**src/design/mtg_pkg.sv**
```systemverilog
// Package for the memory controller tick generator: ratios, tick positions, carriers
package mtg_pkg;

  // ****************************************
  // Ratio select codes (bus : core)
  // ****************************************
  localparam logic [2:0] MTG_RATIO_1_3 = 3'h0;
  localparam logic [2:0] MTG_RATIO_1_4 = 3'h1;
  localparam logic [2:0] MTG_RATIO_1_5 = 3'h2;
  localparam logic [2:0] MTG_RATIO_1_6 = 3'h3;
  localparam logic [2:0] MTG_RATIO_1_8 = 3'h4;
  localparam logic [2:0] MTG_RATIO_1_10 = 3'h5;
  localparam logic [2:0] MTG_RATIO_RST = MTG_RATIO_1_4;

  // ****************************************
  // Widths and counts
  // ****************************************
  localparam int MTG_MC_SIGS = 4;    // Programmable / chip-select outputs
  localparam int MTG_SDRAM_W = 8;    // Synchronous DRAM outputs
  localparam int MTG_BUS_W = 8;      // Other bus outputs
  localparam int MTG_STEPS_PER_CORE = 2; // Each ref_clk cycle is half a core cycle
  localparam logic [4:0] MTG_CNT_RST = 5'h00;

  // Step positions inside one reference period, first tick at step 0
  localparam int MTG_R3_T2 = MTG_STEPS_PER_CORE * 3 * 1 / 6;
  localparam int MTG_R3_T4 = MTG_STEPS_PER_CORE * 3 * 4 / 6;
  localparam int MTG_R5_T2 = MTG_STEPS_PER_CORE * 5 * 2 / 10;
  localparam int MTG_R5_T4 = MTG_STEPS_PER_CORE * 5 * 7 / 10;

  // ****************************************
  // Carriers
  // ****************************************
  typedef struct packed {
    logic [4:0] last; // Final step of the period
    logic [4:0] t2;
    logic [4:0] t3;
    logic [4:0] t4;
  } mtg_pos_t;

  // Tick choice per programmable output: 0 first .. 3 fourth
  typedef logic [MTG_MC_SIGS-1:0][1:0] mtg_mc_sel_t;

  // Core cycles per reference period for a ratio code, illegal codes act as 1:4
  function automatic int mtg_core_per_ref(input logic [2:0] r);
    unique case (r)
      MTG_RATIO_1_3: return 3;
      MTG_RATIO_1_5: return 5;
      MTG_RATIO_1_6: return 6;
      MTG_RATIO_1_8: return 8;
      MTG_RATIO_1_10: return 10;
      default: return 4;
    endcase
  endfunction : mtg_core_per_ref

  // Tick step positions for a ratio code
  function automatic mtg_pos_t mtg_positions(input logic [2:0] r);
    int n;
    mtg_pos_t p;
    n = MTG_STEPS_PER_CORE * mtg_core_per_ref(r);
    p.last = 5'(n - 1);
    p.t3 = 5'(n / 2);
    if (r == MTG_RATIO_1_3)
    begin
      p.t2 = 5'(MTG_R3_T2);
      p.t4 = 5'(MTG_R3_T4);
    end
    else if (r == MTG_RATIO_1_5)
    begin
      p.t2 = 5'(MTG_R5_T2);
      p.t4 = 5'(MTG_R5_T4);
    end
    else
    begin
      p.t2 = 5'(n / 4);
      p.t4 = 5'(3 * n / 4);
    end
    return p;
  endfunction : mtg_positions

  // Whole state of the generator
  typedef struct packed {
    logic [4:0] cnt;
    logic [2:0] ratio;
    logic [3:0] ticks;     // bit0 first .. bit3 fourth
    logic ref_level;
    logic [MTG_MC_SIGS-1:0] mc;
    logic [MTG_SDRAM_W-1:0] sdram;
    logic [MTG_BUS_W-1:0] bus;
  } mtg_state_t;

endpackage : mtg_pkg

```
**src/design/mtg_tick_gen.sv**
```systemverilog
// Memory controller tick generator with tick-timed output stages
// Notes on behaviour
// - Bus outputs launch on reference rising edge
// - Four ticks divide every reference period
// - First tick rising edge, third falling edge
// - Ratios 1:4, 1:6, 1:8, 1:10: ticks at 1/4, 3/4
// - Ratio 1:3: ticks at 1/6, 4/6
// - Ratio 1:5: ticks at 2/10, 7/10
// - Programmable machines change on configured tick
// - SDRAM outputs change on rising edge only
`timescale 1ns/1ps
module mtg_tick_gen
  import mtg_pkg::*;
(
  input wire logic ref_clk,
  input wire logic rstn,
  input wire logic [2:0] ratio_sel,
  input wire mtg_mc_sel_t mc_sel,
  input wire logic [MTG_MC_SIGS-1:0] mc_d,
  input wire logic [MTG_SDRAM_W-1:0] sdram_d,
  input wire logic [MTG_BUS_W-1:0] bus_d,
  output logic tick_first,
  output logic tick_second,
  output logic tick_third,
  output logic tick_fourth,
  output logic reference_clock,
  output logic [2:0] ratio_active,
  output logic [MTG_MC_SIGS-1:0] mc_q,
  output logic [MTG_SDRAM_W-1:0] sdram_q,
  output logic [MTG_BUS_W-1:0] bus_q
);

  // ****************************************
  // State
  // ****************************************
  mtg_state_t st_q;
  mtg_state_t st_d;
  mtg_pos_t pos_q;
  mtg_pos_t pos_d;
  logic ratio_ok;

  localparam mtg_state_t ST_RST = '{
    cnt: MTG_CNT_RST,
    ratio: MTG_RATIO_RST,
    ticks: 4'h1,
    ref_level: 1'b1,
    mc: '0,
    sdram: '0,
    bus: '0
  };

  // Legal ratio codes
  assign ratio_ok = (ratio_sel <= MTG_RATIO_1_10);

  // Positions for the ratio in force now
  assign pos_q = mtg_positions(st_q.ratio);

  // ****************************************
  // Next state
  // ****************************************
  always_comb
  begin
    st_d = st_q;
    // Step counter, wraps once per reference period
    if (st_q.cnt >= pos_q.last)
      st_d.cnt = MTG_CNT_RST;
    else
      st_d.cnt = st_q.cnt + 5'h01;
    // New ratio taken only at a period boundary; illegal codes keep the old one
    if (st_d.cnt == MTG_CNT_RST && ratio_ok)
      st_d.ratio = ratio_sel;
    // Positions of the coming cycle, worked out in this process so that the
    // next state never loops back on itself through a separate net
    pos_d = mtg_positions(st_d.ratio);
    // Tick strobes at the ratio's step positions
    st_d.ticks[0] = (st_d.cnt == MTG_CNT_RST);
    st_d.ticks[1] = (st_d.cnt == pos_d.t2);
    st_d.ticks[2] = (st_d.cnt == pos_d.t3);
    st_d.ticks[3] = (st_d.cnt == pos_d.t4);
    // Reference clock high in first half of the period
    st_d.ref_level = (st_d.cnt < pos_d.t3);
    // Bus and SDRAM outputs launch on the rising edge only
    if (st_d.ticks[0])
    begin
      st_d.bus = bus_d;
      st_d.sdram = sdram_d;
    end
    // Programmable outputs launch on their own selected tick
    // Each one holds its value until its own tick comes round
    for (int i = 0; i < MTG_MC_SIGS; i++)
    begin
      if (st_d.ticks[mc_sel[i]])
        st_d.mc[i] = mc_d[i];
    end
  end

  // ****************************************
  // Registers
  // ****************************************
  // Synchronous reset parks the generator at a period start
  always_ff @(posedge ref_clk)
  begin
    if (!rstn)
      st_q <= ST_RST;
    else
      st_q <= st_d;
  end

  // Outputs straight from the state register
  assign tick_first = st_q.ticks[0];
  assign tick_second = st_q.ticks[1];
  assign tick_third = st_q.ticks[2];
  assign tick_fourth = st_q.ticks[3];
  assign reference_clock = st_q.ref_level;
  assign ratio_active = st_q.ratio;
  assign mc_q = st_q.mc;
  assign sdram_q = st_q.sdram;
  assign bus_q = st_q.bus;

  // ****************************************
  // Programmable outputs
  // ****************************************
  // Programmable output moves only on the tick it selected
  for (genvar g = 0; g < MTG_MC_SIGS; g++)
  begin : g_mc_chk

  end
endmodule : mtg_tick_gen

```
**config.mk**
```make
export PLATFORM = sky130hd
export DESIGN_NAME = mtg_tick_gen
export DESIGN_NICKNAME = d
export VERILOG_FILES = /design/src/design/mtg_pkg.sv /design/src/design/mtg_tick_gen.sv
export SDC_FILE = /design/constraint.sdc
export NUM_CORES = 1
export LEC_CHECK = 0
export ABC_AREA = 1
export BUFFER_PORTS_ARGS = -buffer_cell sky130_fd_sc_hd__buf_4
export CORE_UTILIZATION = 45
export DETAILED_ROUTE_END_ITERATION = 7
export PLACE_DENSITY_LB_ADDON = 0.05
export REMOVE_ABC_BUFFERS = 1
export SYNTH_ARGS = -nofsm -noshare
export SYNTH_HDL_FRONTEND = slang
export SYNTH_SLANG_ARGS = --single-unit
```
**constraint.sdc**
```tcl
create_clock -name ref_clk -period 11.15 [get_ports ref_clk]
set_clock_uncertainty 0.1 [all_clocks]
set_input_delay 2.23 -clock ref_clk [delete_from_list [all_inputs] [get_ports ref_clk]]
set_output_delay 2.23 -clock ref_clk [all_outputs]
set_load 0.01 [all_outputs]
```
== After elaboration in Yosys (flattened, before gate mapping) ==
Cells that the tools add are included.
W data, S select, Z words.

* Shift-type cells: 0
* Order comparisons: 7
* Multiplexer cells: 16
* Add/sub/neg operators: 4
* Reductions and logical operators: 4
* Div/mod/pow operators: 0
* Equality and inequality tests: 11
* Multiply operators: 1
* Bitwise operators: 2

{| class="wikitable"
|+ Operators by type and width
! operator !! count
|-
| $pmux W4 S5 || 2
|-
| $mux W5 || 5
|-
| $eq A5 B5 Y1 || 3
|-
| $eq A3 B2 Y1 const B || 4
|-
| $eq A3 B3 Y1 const B || 4
|-
| $lt A2 B3 Y1 const B || 4
|-
| $add A5 B1 Y5 || 2
|-
| $bmux W1 S2 || 4
|-
| $logic_not A3 Y1 || 2
|-
| $mul A2 B4 Y6 const A || 1
|-
| $add A5 B1 Y5 const B || 1
|-
| $ge A5 B5 Y1 || 1
|-
| $logic_not A5 Y1 || 1
|-
| $lt A5 B5 Y1 || 1
|-
| $sub A5 B2 Y5 const B || 1
|-
| $mux W1 || 4
|-
| $le A3 B3 Y1 const B || 1
|-
| $mux W3 || 1
|-
| $and A1 B1 Y1 const A || 2
|-
| $logic_and A1 B1 Y1 || 1
|}

* Bits in latches: 0
* Input port bits: 33
* ROM bits: 0
* Bits in writable memories: 0
* Bits in registers: 33
* Memories: 0
* Word-level logic and storage cells: 55

== Longest topological paths before layout ==
Gate-level depths: netlist of run 1.

* Depth after elaboration: 18
* Gate-level depth with buffers: 33
* Depth with buffers taken out: 33

== Worst setup path before layout of run 1 ==
Ideal clock, no wire load.

* Kind: in2reg
* Start point: input port ratio_sel[2]
* End point: register st_q, in the netlist mc_q[0]
* Arrival time: 4286 ps
* Setup slack: 6649 ps
* Required time: 10935 ps
* Stages: 20
* Library setup time: 115 ps
* Cell sequence: nand2_1 -> nand3_4 -> nand2_1 -> nand2_1 -> nand3_1 -> nand3_2 -> ha_1 -> a21oi_1 -> inv_1 -> a21oi_1 -> nand3b_1 -> nand3_1 -> nand2_1 -> inv_2 -> nor2_4 -> nand2_2 -> nand2_1 -> nand2_1 -> a21oi_1 -> nor2_1

* Longest elaborated chain between the ends: 13

{| class="wikitable"
|+ RTL lines
! what !! RTL line !! RTL
|-
| start, declared || mtg_tick_gen.sv:17 || <nowiki>input wire logic [2:0] ratio_sel,</nowiki>
|-
| $le A3 B3 Y1 || mtg_tick_gen.sv:53 || <nowiki>assign ratio_ok = (ratio_sel <= MTG_RATIO_1_10);</nowiki>
|-
| $logic_and A1 B1 Y1 || mtg_tick_gen.sv:70 || <nowiki>if (st_d.cnt == MTG_CNT_RST && ratio_ok)</nowiki>
|-
| $mux W3 * || mtg_tick_gen.sv:70 ||
|-
| $eq A3 B3 Y1, or another cell as far along || mtg_pkg.sv:45 || <nowiki>unique case (r)</nowiki>
|-
| $pmux W4 S5 || mtg_pkg.sv:45 ||
|-
| $mul A2 B4 Y6 || mtg_pkg.sv:75 || <nowiki>p.t4 = 5'(3 * n / 4);</nowiki>
|-
| $and A1 B1 Y1 (no line) || - ||
|-
| $add A5 B1 Y5 (no line) || - ||
|-
| $mux W5 || mtg_pkg.sv:67 || <nowiki>else if (r == MTG_RATIO_1_5)</nowiki>
|-
| $mux W5 || mtg_pkg.sv:62 || <nowiki>if (r == MTG_RATIO_1_3)</nowiki>
|-
| $eq A5 B5 Y1 || mtg_tick_gen.sv:79 || <nowiki>st_d.ticks[3] = (st_d.cnt == pos_d.t4);</nowiki>
|-
| $bmux W1 S2 * || mtg_tick_gen.sv:92 || <nowiki>if (st_d.ticks[mc_sel[i]])</nowiki>
|-
| $mux W1 (not written as such) * || mtg_tick_gen.sv:92 ||
|-
| end signal, assigned || mtg_tick_gen.sv:106 || <nowiki>st_q <= st_d;</nowiki>
|-
| end, declared || mtg_tick_gen.sv:36 || <nowiki>mtg_state_t st_q;</nowiki>
|}

Mark *: on every way between the ends. The rest lies on a longest branch, timed or not. The select of a mux whose other input is x is not followed.
A chain may end at the register's enable or synchronous reset.

== Final worst setup path of run 1 ==
* Start point: register st_q, in the netlist ratio_active[2]
* End point: register st_q, in the netlist mc_q[0]

* Longest elaborated chain between the ends: 18

{| class="wikitable"
|+ RTL lines
! what !! RTL line !! RTL
|-
| $eq A3 B3 Y1, or another cell as far along || mtg_pkg.sv:45 ||
|-
| $pmux W4 S5 || mtg_pkg.sv:45 ||
|-
| $sub A5 B2 Y5 || mtg_pkg.sv:60 || <nowiki>p.last = 5'(n - 1);</nowiki>
|-
| $ge A5 B5 Y1 || mtg_tick_gen.sv:65 || <nowiki>if (st_q.cnt >= pos_q.last)</nowiki>
|-
| $mux W5 || mtg_tick_gen.sv:65 ||
|-
| $logic_not A5 Y1 || mtg_tick_gen.sv:70, mtg_tick_gen.sv:76 ||
|-
| $logic_and A1 B1 Y1 || mtg_tick_gen.sv:70 ||
|-
| $mux W3 || mtg_tick_gen.sv:70 ||
|-
| [2 not listed] || - ||
|-
| $mul A2 B4 Y6 || mtg_pkg.sv:75 ||
|-
| $and A1 B1 Y1 (no line) || - ||
|-
| $add A5 B1 Y5 (no line) || - ||
|-
| $mux W5 || mtg_pkg.sv:67 ||
|-
| $mux W5 || mtg_pkg.sv:62 ||
|-
| $eq A5 B5 Y1 || mtg_tick_gen.sv:79 ||
|-
| $bmux W1 S2 * || mtg_tick_gen.sv:92 ||
|-
| $mux W1 (not written as such) * || mtg_tick_gen.sv:92 ||
|}

Marks and branches as above.

==> results.txt, run 1 <==
The pin count of the biggest net entering global routing is 25. The average size of a mapped cell came out at 7.21 um^2. The cell at the slowest stage of the critical path is dfxtp_1.

The buffer and inverter count on the worst path is 4. The minimum clock period after layout is 4.81 ns. The maximum cell stage delay along the critical path is 0.44 ns. After synthesis, the share of cell area in mux cells is 0.

The worst-case setup margin in the final layout is 6.34 ns. The power density relative to cell area is 207 mW/mm^2. For this design the top-level I/O count stands at 61. The final cell area excluding filler cells came out at 0.00266 mm^2.

The number of global-route vias before repair is 1840. The number of CTS-inserted buffers is 5. The routed design has 4.68 mm of wire. The setup total negative slack came out at 0 ns. Dividing the detail-routed wire length by the instance count gives 11.2 um. TritonCTS built the clock tree. The tightest hold margin came out at 0.388 ns. The placed instances occupy a cell area of 0.00258 mm^2. The count of buffers added on input and output ports is 60.

The normalized max-slew margin is 0.739. The number of storage elements in the synthesis netlist is 33. The part of the total power dissipated in the clock network came out at 0.163. Yosys printed 0 warnings. The net switching power of the design is 0.240 mW. The part of the Yosys area used for sequential elements came out at 0.295. The remaining antenna violation count is 0. Dividing the final minimum period by the clock period gives 0.431. Of the total power, combinational logic draws 0.546. Buffers inserted to repair hold after CTS numbered 0.

The category of the worst setup path launch point is a flop. The net total in the final layout is 396. The cell area after synthesis came out at 0.00224 mm^2. The maximum ir drop on the vdd rail is 0.0000935 V.

The longest clock path from root to sink contains 2 buffers. The worst min-delay path class is flop to flop. The overall fraction of global-route tracks in use is 0.198.

The starting density of the core came out at 0.472. The total overflow left after global routing is 0. The filler cells instantiated in the layout total 514. Setup repair after global routing left no endpoint under its margin. The analysis attributes to cell leakage a power of 1.38 nW. Of the total synthesized cell area, the portion taken by full adders, half adders and majority gates is 0.0725.

The total power came out at 0.550 mW. The part of the total power dissipated in sequential elements is 0.290. At the pin with the least slew margin, the transition time is 0.392 ns.

The count of cell types in the netlist is 32. The initial DRC count came out at 56. For this run, the detailed router's first-pass iteration total came to 4.

The fraction of final layout cells with drive strength greater than 1 is 0.293. The post-synthesis share of cell area spent on and, or, nand and nor gates came out at 0.359. The highest achievable clock rate came out at 0.208 GHz. The number of stages on the worst setup path came out at 32. The count of clock tree sinks came out at 33.

The half-perimeter wire length after placement is 3.61 mm. The placeable core region is 0.00475 mm^2. The level count of the clock H-tree is 2. The number of core rows came out at 25.

The root buffer cell is clkbuf_8. The internal portion of the total power is 0.311 mW. The type of the worst setup path is flop to flop.

Along the worst hold path, the cell count comes to 2. The maximum fanout along the worst path came out at 22. The post-cts sizing count is 0. The worst path required time came out at 11.23 ns. The predominant post-synthesis flop cell is dfxtp_1. The insertion delay of the later-clocked pin in the worst-skew pair is 0.29 ns. The count of final max-slew check failures came out at 0.

The cell that appears most often on the critical path is nand2_1. STA classifies the critical path endpoint as a flop. The fraction of registers with async set/reset is 0. The total setup violations reported at the end of the flow came out at 0. The via total after detailed routing is 1980. The number of violations of the max-capacitance limit came out at 0. The total inserted antenna cells came out at 0. After clock tree synthesis, the clock-pin slew on the worst setup and hold paths is 0.07 ns.

The buffers inserted during post-CTS setup optimization came out at 0. The flow ran to the end, and the final reports show no timing, DRC or antenna violations. The area growth from synthesis to layout came out at 18.8%. Prior to clock tree synthesis, the placed netlist has a worst setup slack of 6.23 ns.

The net switching share of the total power came out at 0.436. The wire length of the first global-routing pass came out at 8.02 mm. After detailed routing, the number of vias per cell comes to 4.74.

The hold violation count in the final report is 0. The main combinational cell family by area after synthesis is simple AND/OR/NAND/NOR gates. The die is 72.6 um wide. The number of antenna violations at the first check in global routing is 0. The die covers 0.00527 mm^2. The DRC violations left is 0. The count of flip-flops with a built-in enable after synthesis is 0. The cell count of the worst reg-to-reg path came out at 32. Of the total synthesized cell area, the portion taken by XOR and XNOR cells is 0.0151.

The cell count after synthesis is 311. The post-synthesis compound-gate area fraction is 0.109. The placer's final routability congestion estimate came out at 0.788. The kind of cell with the highest combined delay along the critical path is simple AND/OR/NAND/NOR gates. The die is 72.6 um tall. The worst path arrival time came out at 4.89 ns.
cells in the mapped netlist (2+ instances only):
cell | instances | area, um^2
clkinv_1 | 2 | 7.51
nand2_4 | 7 | 78.8
nand2_2 | 9 | 56.3
xor2_1 | 2 | 17.5
nor3_1 | 4 | 20.0
inv_1 | 31 | 116
nand3_4 | 2 | 35.0
dfxtp_1 | 33 | 661
nor2_2 | 2 | 12.5
nor2_1 | 56 | 210
nor2_4 | 2 | 22.5
a21oi_1 | 14 | 70.1
ha_1 | 13 | 163
a21boi_0 | 4 | 30.0
nand2_1 | 53 | 199
o21ai_0 | 18 | 90.1
clkbuf_1 | 4 | 15.0
nand3_1 | 9 | 45.0
buf_4 | 23 | 173
nand4_1 | 6 | 37.5
nand3_2 | 6 | 60.1
flip-flops by register name (all words and copies together) (netlist names):
register / flops
ratio_active: 3
sdram_q: 8
reference_clock: 1
bus_q: 8
tick_first: 1
tick_second: 1
mc_q: 4
tick_third: 1
st_q: 5
tick_fourth: 1
path summary, 6_finish.rpt:
kind,start,end,slack (ns)
worst max-delay path,ratio_active[2],mc_q[0],6.34
worst min-delay path,bus_q[1],bus_q[1],0.39
worst max register to register,ratio_active[2],mc_q[0],6.34
worst min register to register,bus_q[1],bus_q[1],0.39
area by class of cell:
cell class                      instances  area, um^2  share of cell area
Clock buffer                            5        68.8              0.0258
Clock inverter                          3        17.5             0.00658
Multi-Input combinational cell        215        1250               0.468
Inverter                               35         136              0.0512
Tap cell                               67        83.8              0.0315
Timing Repair Buffer                   60         450               0.169
Sequential cell                        33         661               0.248
per-stage QoR:
stage | instances | utilization
6_report | 418 | 0.560
5_1_grt | 418 | 0.560
4_1_cts | 418 | 0.560
3_5_place_dp | 410 | 0.542
3_3_place_gp | 410 | 0.542
2_1_floorplan | 283 | -
power by group through the flow:
stage | clock (mW) | combinational, mW | sequential (mW)
finish | 0.0899 | 0.301 | 0.160
global route | 0.0977 | 0.344 | 0.164
CTS | 0.0927 | 0.305 | 0.160
detailed placement | 0 | 0.304 | 0.162
global placement | 0 | 0.300 | 0.162
floorplan | 0 | 0.205 | 0.173
placed cells by master, fill, tap and decap left out, drive strengths merged:
master     n
o41ai      1
nor2      60
nand4      6
clkinv     5
inv       32
clkinvlp   1
a21boi     4
o31ai      1
nand3     17
nand2     70
nand3b     1
dfxtp     33
a21oi     15
nor3       4
clkbuf     5
buf       60
xor2       3
ha        13
o21ai     18
a21o       2
kinds of logic after synthesis:
| logic type | after synthesis |
|---|---|
| AO/OA/AOI/OAI | 41 |
| XOR/XNOR | 3 |
| adder cells (fa/ha/maj) | 13 |
| buffers and inverters | 63 |
| flip-flops | 33 |
| AND/OR/NAND/NOR | 158 |
tightest hold or removal path, delay by kind of cell, from the launching register on:
family	cells	cell delay (ns)
flops	1	0.33
simple gates	2	0.13
metal layers:
layer  track usage  vias to the layer above  share of wire
met1         0.235                      885           0.45
met2         0.334                       43           0.48
li1              -                     1045              -
met4        0.0784                        0          0.015
met5             0                        -              0
met3        0.0566                        7          0.061
No activity file was read; power rests on OpenSTA's default activity.
==> run 2, diff against run 1 <==
Settings changed: ABC_AREA 1 to 0.
Clock period 11.15 ns to 4.41 ns, I/O delays scaled along.
==> run 2 against run 1 <==
Net effect:
- first-iteration DRC count increased by 55%
- critical path depth decreased by 11
- the run now ends with design-rule violations, negative setup slack left
- via count increased by 6.9%
- synthesized area decreased by 3.8%
- sequential cell count unchanged
- sequential power increased by 150%
- synthesized cell count decreased by 15%
- worst setup slack got worse by 7.1 ns
==> results.txt, run 2 <==
RSZ-0062 raised after global routing: yes (was no). The insertion delay of the later-clocked pin in the worst-skew pair came out at 0.28 ns (was 0.29 ns). The level count of the clock H-tree came out at 2 (unchanged). The cell area after synthesis came to 0.00216 mm^2 (was 0.00224 mm^2).

The count of clock tree sinks came out at 33 (unchanged). The DRC violations left came out at 5 (was 0). The fraction of final layout cells with drive strength greater than 1 came out at 0.418 (was 0.293). The clock-pin slew on the worst setup and hold paths is 0.08 ns (was 0.07 ns).

The most numerous cell in the Yosys netlist was nand2_1 (was nor2_1). The checks that failed: design-rule violations, negative setup slack. The remaining antenna violation count came out at 0 (unchanged).

The cell count of the worst reg-to-reg path is 21 (was 32). The count of placed standard cells in the final layout, fillers left out is 411 (was 418). The cell count after synthesis came to 265 (was 311). The fraction of registers with async set/reset was 0 (unchanged). The worst-case setup slack after placement came out at -1.12 ns (was 6.23 ns). The utilization of the core after routing was 0.694 (was 0.560). The met2 wirelength from detailed routing came out at 2.82 mm (was 2.23 mm). The wire length reported by the detailed router is 5.58 mm (was 4.68 mm). The number of CTS-inserted buffers was 5 (unchanged). Most frequent cells in the layout: buf_4 (116), nand2_1 (47), dfxtp_1 (31) (was buf_4 (60), nor2_1 (56), nand2_1 (53)).

The count of boundary I/O pins came out at 61 (unchanged). The number of filler instances in the final layout came out at 382 (was 514). The part of the Yosys area used for sequential elements was 0.306 (was 0.295). The final cell area excluding filler cells came out at 0.00311 mm^2 (was 0.00266 mm^2). The slew at the pin with the worst max-slew slack was 0.790 ns (was 0.392 ns).

The number of storage elements in the synthesis netlist came to 33 (unchanged). The post-route met1 wirelength is 2.40 mm (was 2.10 mm). The area fraction of the dominant cell type after synthesis came out at 0.306 (was 0.295). The total power came out at 1.88 mW (was 0.550 mW). The placed standard-cell area is 0.00276 mm^2 (was 0.00258 mm^2). The power density relative to cell area came out at 604 mW/mm^2 (was 207 mW/mm^2). The sum of met3 wire segment lengths after detailed routing came out at 277 um (was 286 um). The static power due to leakage is 1.52 nW (was 1.38 nW). The worst setup path startpoint is ratio_active[0] (was ratio_active[2]).

The via total after detailed routing came to 2116 (was 1980). The number of global-route vias before repair is 2046 (was 1840). The type of the worst setup path is flop to flop (unchanged). The deepest clock path buffer count came out at 2 (unchanged). The count of cell types in the netlist came out at 46 (was 32). The root buffer cell was clkbuf_8 (unchanged). The instance count after placement with tap cells included is 384 (was 410).

The placeable core region came to 0.00447 mm^2 (was 0.00475 mm^2). The half-perimeter wire length after placement came to 3.80 mm (was 3.61 mm). The wire length of the first global-routing pass is 9.09 mm (was 8.02 mm). The placer's final routability congestion estimate came out at 0.863 (was 0.788).

The pin count of the biggest net entering global routing came to 26 (was 25). The normalized max-slew margin was 0.473 (was 0.739). The number of cells on the worst hold path was 2 (unchanged). The total overflow reported by the global router came out at 0 (unchanged).

The count of buffers inserted at the top-level ports is 60 (unchanged). The minimum clock period after layout is 5.20 ns (was 4.81 ns). The tightest hold margin is 0.350 ns (was 0.388 ns). Run status: finished, violations left (was complete, no violations). The number of core rows came out at 24 (was 25). The maximum cell stage delay along the critical path is 0.42 ns (was 0.44 ns). The total inserted antenna cells was 0 (unchanged). The hold path startpoint is bus_q[2] (was bus_q[1]).

The hold violation count in the final report came to 0 (unchanged). The count of flip-flops with a built-in enable after synthesis is 0 (unchanged). The area growth from synthesis to layout is 44.0% (was 18.8%).

Walking the worst path, the cells encountered are xor2_1, o21a_1, ha_2, xnor2_2, ha_1, a21o_1, a221oi_4, o31a_1, o22ai_2, o211ai_1, and2_4, ha_4, a21o_1, a21oi_4, mux2i_1, a22o_1, a222oi_1, xor2_1, nand4b_4, a221oi_2, mux2i_1. The number of antenna violations at the first check in global routing came out at 0 (unchanged). The cell at the slowest stage of the critical path is a222oi_1 (was dfxtp_1). The overall fraction of global-route tracks in use was 0.229 (was 0.198). The maximum fanout along the worst path is 5 (was 22). The vertical extent of the die came out at 71.2 um (was 72.6 um).

The warning count from the yosys run came to 0 (unchanged). The floorplan die area is 0.00507 mm^2 (was 0.00527 mm^2). The net total in the final layout is 404 (was 396).

The worst path required time came out at 4.52 ns (was 11.23 ns). The beginning of the worst register-to-register path is ratio_active[0] (was ratio_active[2]). The horizontal die dimension came to 71.2 um (was 72.6 um). The maximum ir drop on the vdd rail came out at 0.000390 V (was 0.0000935 V). The number of violations of the max-capacitance limit is 0 (unchanged). Largest cells by area after synthesis: dfxtp_1 (31%), nand2_1 (8.2%), buf_4 (8.0%) (was dfxtp_1 (29%), nor2_1 (9.4%), nand2_1 (8.9%)). The predominant post-synthesis flop cell is dfxtp_1 (unchanged). The average routed wire per standard cell is 13.6 um (was 11.2 um). The via density per instance came out at 5.15 (was 4.74).

The top routing layer in use is met4 (unchanged). The share of the cycle needed by the critical path after routing came out at 1.18 (was 0.431). The setup total negative slack came out at -3.97 ns (was 0 ns). The kind of end point of the critical path is a flop (unchanged).

The worst-case setup margin in the final layout was -0.792 ns (was 6.34 ns). The category of the worst setup path launch point is a flop (unchanged). The most common cell after layout, fill and taps aside is buf_4 (unchanged). The highest achievable clock rate was 0.192 GHz (was 0.208 GHz). The worst min-delay path class is flop to flop (unchanged).

The number of search-and-repair iterations in the first detailed-routing pass is 6 (was 4). The CTS tree is done (unchanged). Commonest cells in the netlist: nand2_1 (47), dfxtp_1 (33), buf_4 (23) (was nor2_1 (56), nand2_1 (53), dfxtp_1 (33)).

The count of final max-slew check failures came out at 0 (unchanged). The starting density of the core was 0.482 (was 0.472). The initial DRC count is 87 (was 56). The cell accounting for the most synthesized area was dfxtp_1 (unchanged). The total setup violations reported at the end of the flow came out at 6 (was 0). The worst path arrival time came out at 5.31 ns (was 4.89 ns).

The average size of a mapped cell is 8.14 um^2 (was 7.21 um^2).
## run 2: cell types whose count changed after synthesis, moves of 6 or more
| cell | previous run | this run |
|---|---|---|
| and2_1 | 0 | 8 |
| inv_1 | 31 | 10 |
| nand2_1 | 53 | 47 |
| a21oi_1 | 14 | 22 |
| nand2_2 | 9 | 0 |
| nand2_4 | 7 | 0 |
| nor2_1 | 56 | 19 |
| nand2b_1 | 0 | 6 |
| o21ai_0 | 18 | 0 |
| nor2b_1 | 0 | 6 |
| nand3_2 | 6 | 0 |
| mux2i_1 | 0 | 8 |
## run 2: worst max-delay path, delay by kind of cell (launching register included)
| kind | cells | cell delay, ns |
|---|---|---|
| fa+ha+maj | 3 | 0.68 |
| mux | 2 | 0.30 |
| xor+xnor | 3 | 0.56 |
| flops | 1 | 0.36 |
| compound gates | 11 | 2.72 |
| simple gates | 2 | 0.40 |
## run 2: where the power goes
group	switching, mW	internal, mW	total (mW)
clock	0.109	0.109	0.218
combinational	0.584	0.680	1.26
sequential	0.0335	0.360	0.394
total	0.726	1.15	1.88
## run 2: what timing repair did
item | in CTS | in global routing
endpoints found under the setup margin | 5 | 6
pin swaps | 21 | 14
buffers inserted | 14 | 5
gates resized for setup | 14 | 8
hold buffers | 0 | 0
cloned | 0 | 0
## run 2: area by class of cell
cell class / count / area [um^2] / share of cell area
clock inverters: 2 / 10.0 / 0.00322
flip-flops and latches: 33 / 666 / 0.214
well taps: 52 / 65.1 / 0.0209
repair buffers: 118 / 893 / 0.288
inverters: 10 / 37.5 / 0.0121
multi-input cells: 190 / 1360 / 0.439
clock buffers: 6 / 72.6 / 0.0234
## run 2: kinds of logic after synthesis
family                     share of synthesized area
buffers and inverters                          0.117
AOI/OAI and AO/OA                              0.193
and+or+nand+nor                                0.221
adders and majority gates                     0.0754
DFF                                            0.306
muxes                                         0.0423
xor gates and xnor gates                      0.0447
## run 2: layer usage
| layer | GRT usage | up-vias |
|---|---|---|
| met5 | 0 | - |
| met4 | 0.0711 | 0 |
| met3 | 0.0366 | 8 |
| met2 | 0.414 | 80 |
| met1 | 0.280 | 956 |
| li1 | - | 1072 |
## run 2: worst paths after layout
kind / to / slack [ns]
setup / recovery: mc_q[0] / -0.79
hold / removal: bus_q[2] / 0.35
setup reg to reg: mc_q[0] / -0.79
hold reg to reg: bus_q[2] / 0.35
==> run 3, diff against run 2 <==
Settings changed: CORE_ASPECT_RATIO from default to 1.4, CTS_CLUSTER_DIAMETER from default to 200.
==> run 3 against run 2 <==
Net effect:
- the run ends with negative setup slack left
- final cell count grew 0.73%
- wire length shrank 4.9%
- via count shrank 2.2%
- utilization shrank 3.2 points
- hold slack gained 0.0025 ns
- sequential share of layout area grew 0.52 points
- register-to-register slack gained 0.06 ns
- cell area shrank 2.5%
- first-iteration DRC count grew 9.2%
- maximum frequency grew 1.2%
- critical path type unchanged
==> results.txt, run 3 (synthesized netlist as in run 2, its figures left out) <==
The count of clock tree sinks is 33 (unchanged). The number of antenna violations at the first check in global routing came out at 0 (unchanged). The clock-pin slew on the worst setup and hold paths is 0.07 ns (was 0.08 ns). The worst-case setup slack after placement is -1.02 ns (was -1.12 ns). The starting density of the core is 0.472 (was 0.482). The via total after detailed routing came out at 2070 (was 2116). The pin count of the biggest net entering global routing is 26 (unchanged). The slew at the pin with the worst max-slew slack came out at 0.817 ns (was 0.790 ns).

The area growth from synthesis to layout was 40.4% (was 44.0%). The overall fraction of global-route tracks in use came out at 0.218 (was 0.229). The number of search-and-repair iterations in the first detailed-routing pass came out at 5 (was 6). The via density per instance came out at 5.00 (was 5.15). The static power due to leakage came out at 1.47 nW (was 1.52 nW).

The kind of end point of the critical path was a flop (unchanged). The level count of the clock H-tree came out at 2 (unchanged). The share of the cycle needed by the critical path after routing came out at 1.17 (was 1.18).

The internal power consumption is 1.05 mW (was 1.15 mW). The total overflow reported by the global router is 0 (unchanged). The worst-case setup margin in the final layout is -0.731 ns (was -0.792 ns). The most common cell after layout, fill and taps aside is buf_4 (unchanged). The placeable core region came out at 0.00457 mm^2 (was 0.00447 mm^2). The type of the worst setup path is flop to flop (unchanged).

The wire length of the first global-routing pass is 8.36 mm (was 9.09 mm). The setup slack of the most critical reg-to-reg path came out at -0.73 ns (was -0.79 ns). The number of core rows was 29 (was 24). Run status: finished, violations left (unchanged). The worst path required time was 4.53 ns (was 4.52 ns).

The count of boundary I/O pins is 61 (unchanged). The maximum fanout along the worst path came out at 5 (unchanged). The multi-input combinational cell area came to 0.00133 mm^2 (was 0.00136 mm^2). The register cell area after layout came out at 664 um^2 (was 666 um^2). The maximum ir drop on the vdd rail is 0.000382 V (was 0.000390 V). The part of the total power dissipated in the clock network is 0.129 (was 0.116). The fraction of final layout cells with drive strength greater than 1 came out at 0.398 (was 0.418). The insertion delay of the later-clocked pin in the worst-skew pair came out at 0.29 ns (was 0.28 ns). The number of violations of the max-capacitance limit is 0 (unchanged). The part of the total power dissipated in sequential elements is 0.227 (was 0.210). The vertical extent of the die is 83.9 um (was 71.2 um). The net total in the final layout came to 397 (was 404). The relative contribution of combinational cells to total power was 0.644 (was 0.674). The placed standard-cell area is 0.00281 mm^2 (was 0.00276 mm^2).

The horizontal die dimension is 60.5 um (was 71.2 um). The number of CTS-inserted buffers is 5 (unchanged). The half-perimeter wire length after placement is 4.01 mm (was 3.80 mm). The category of the worst setup path launch point was a flop (unchanged). The initial DRC count came to 95 (was 87). The count of buffers inserted at the top-level ports came to 60 (unchanged). RSZ-0062 raised after global routing: yes (unchanged). The remaining antenna violation count is 0 (unchanged). The hold violation count in the final report is 0 (unchanged). The deepest clock path buffer count came out at 2 (unchanged). The wire length reported by the detailed router is 5.30 mm (was 5.58 mm). The highest achievable clock rate came out at 0.195 GHz (was 0.192 GHz). The number of filler instances in the final layout came to 428 (was 382). The total inserted antenna cells came out at 0 (unchanged).

The net switching share of the total power came out at 0.392 (was 0.387). The worst min-delay path class is flop to flop (unchanged). The count of final max-slew check failures is 0 (unchanged). Most frequent cells in the layout: buf_4 (110), nand2_1 (47), dfxtp_1 (32) (was buf_4 (116), nand2_1 (47), dfxtp_1 (31)). The average routed wire per standard cell came out at 12.8 um (was 13.6 um). The minimum clock period after layout came to 5.14 ns (was 5.20 ns). The normalized max-slew margin came out at 0.455 (was 0.473). The power density relative to cell area is 569 mW/mm^2 (was 604 mW/mm^2).

The net switching power of the design is 0.676 mW (was 0.726 mW). The floorplan die area came to 0.00508 mm^2 (was 0.00507 mm^2). The CTS tree is done (unchanged). The final cell area excluding filler cells is 0.00303 mm^2 (was 0.00311 mm^2). The total setup violations reported at the end of the flow is 5 (was 6). Failing checks: negative setup slack (was design-rule violations, negative setup slack). The placer's final routability congestion estimate is 0.955 (was 0.863). The number of global-route vias before repair is 1951 (was 2046). The worst path arrival time came out at 5.26 ns (was 5.31 ns). The DRC violations left was 0 (was 5). The root buffer cell is clkbuf_8 (unchanged).
run 3: cell types whose count changed in the layout (fill, tap and decap cells not counted), sizes merged:
cell,change
buf,-7
run 3: worst paths after layout:
check                  start         end  depth (start not counted)
min               sdram_q[3]  sdram_q[3]                          2
max          ratio_active[0]     mc_q[2]                         23
max reg2reg  ratio_active[0]     mc_q[2]                         23
min reg2reg       sdram_q[3]  sdram_q[3]                          2
run 3: power groups by stage:
stage               registers, mW  logic, mW  clock network (mW)
floorplan                   0.427      0.547                   0
global placement            0.396      0.965                   0
CTS                         0.392       1.09               0.227
detailed placement          0.397      0.975                   0
global route                0.398       1.22               0.240
finish                      0.392       1.11               0.223
run 3: metal layers:
metal,up-vias,GRT usage,part of all wire
met5,-,0,0
met4,0,0.0806,0.0096
met3,4,0.0481,0.038
met2,49,0.381,0.54
met1,953,0.248,0.41
li1,1064,-,-
run 3: final cells by class:
type                       instances  area share
clock buffer                       6      0.0240
timing repair buffer             111       0.276
clock inverter                     2     0.00331
sequential                        33       0.219
tap                               62      0.0256
multi-input combinational        190       0.439
inverter                          10      0.0124
run 3: worst max-delay path: stages (launching register included):
cell and delay (ns):
dfxtp_4 0.36, xor2_1 0.15, o21a_1 0.19, ha_2 0.18, xnor2_2 0.13, ha_1 0.30, a21o_1 0.18, a221oi_2 0.30
o31a_1 0.28, buf_4 0.15, o32a_1 0.19, buf_4 0.12, buf_4 0.12, inv_1 0.06, ha_1 0.20, a21o_1 0.22
a21oi_4 0.20, mux2i_1 0.10, a22o_1 0.21, a222oi_1 0.39, xor2_1 0.27, nand4b_4 0.19, a221oi_2 0.28, mux2i_1 0.21
run 3: per-stage QoR:
step                instances  power (mW)  TNS [ns]  hold slack (ns)   util
global route              414        1.86     -4.63            0.373  0.662
detailed placement        400        1.37     -4.66            0.345  0.615
CTS                       412        1.71     -3.01            0.353  0.658
global placement          400        1.36     -3.80            0.339  0.615
floorplan                 233       0.974     -6.68            0.376      -
finish                    414        1.72     -3.41            0.352  0.662
run 3: timing repair:
| item | 4_1_cts | 5_1_grt |
|---|---|---|
| setup endpoints to repair | 5 | 5 |
| setup buffers | 4 | 2 |
| pin swaps | 21 | 11 |
| hold buffers | 0 | 0 |
| gates resized for setup | 15 | 1 |
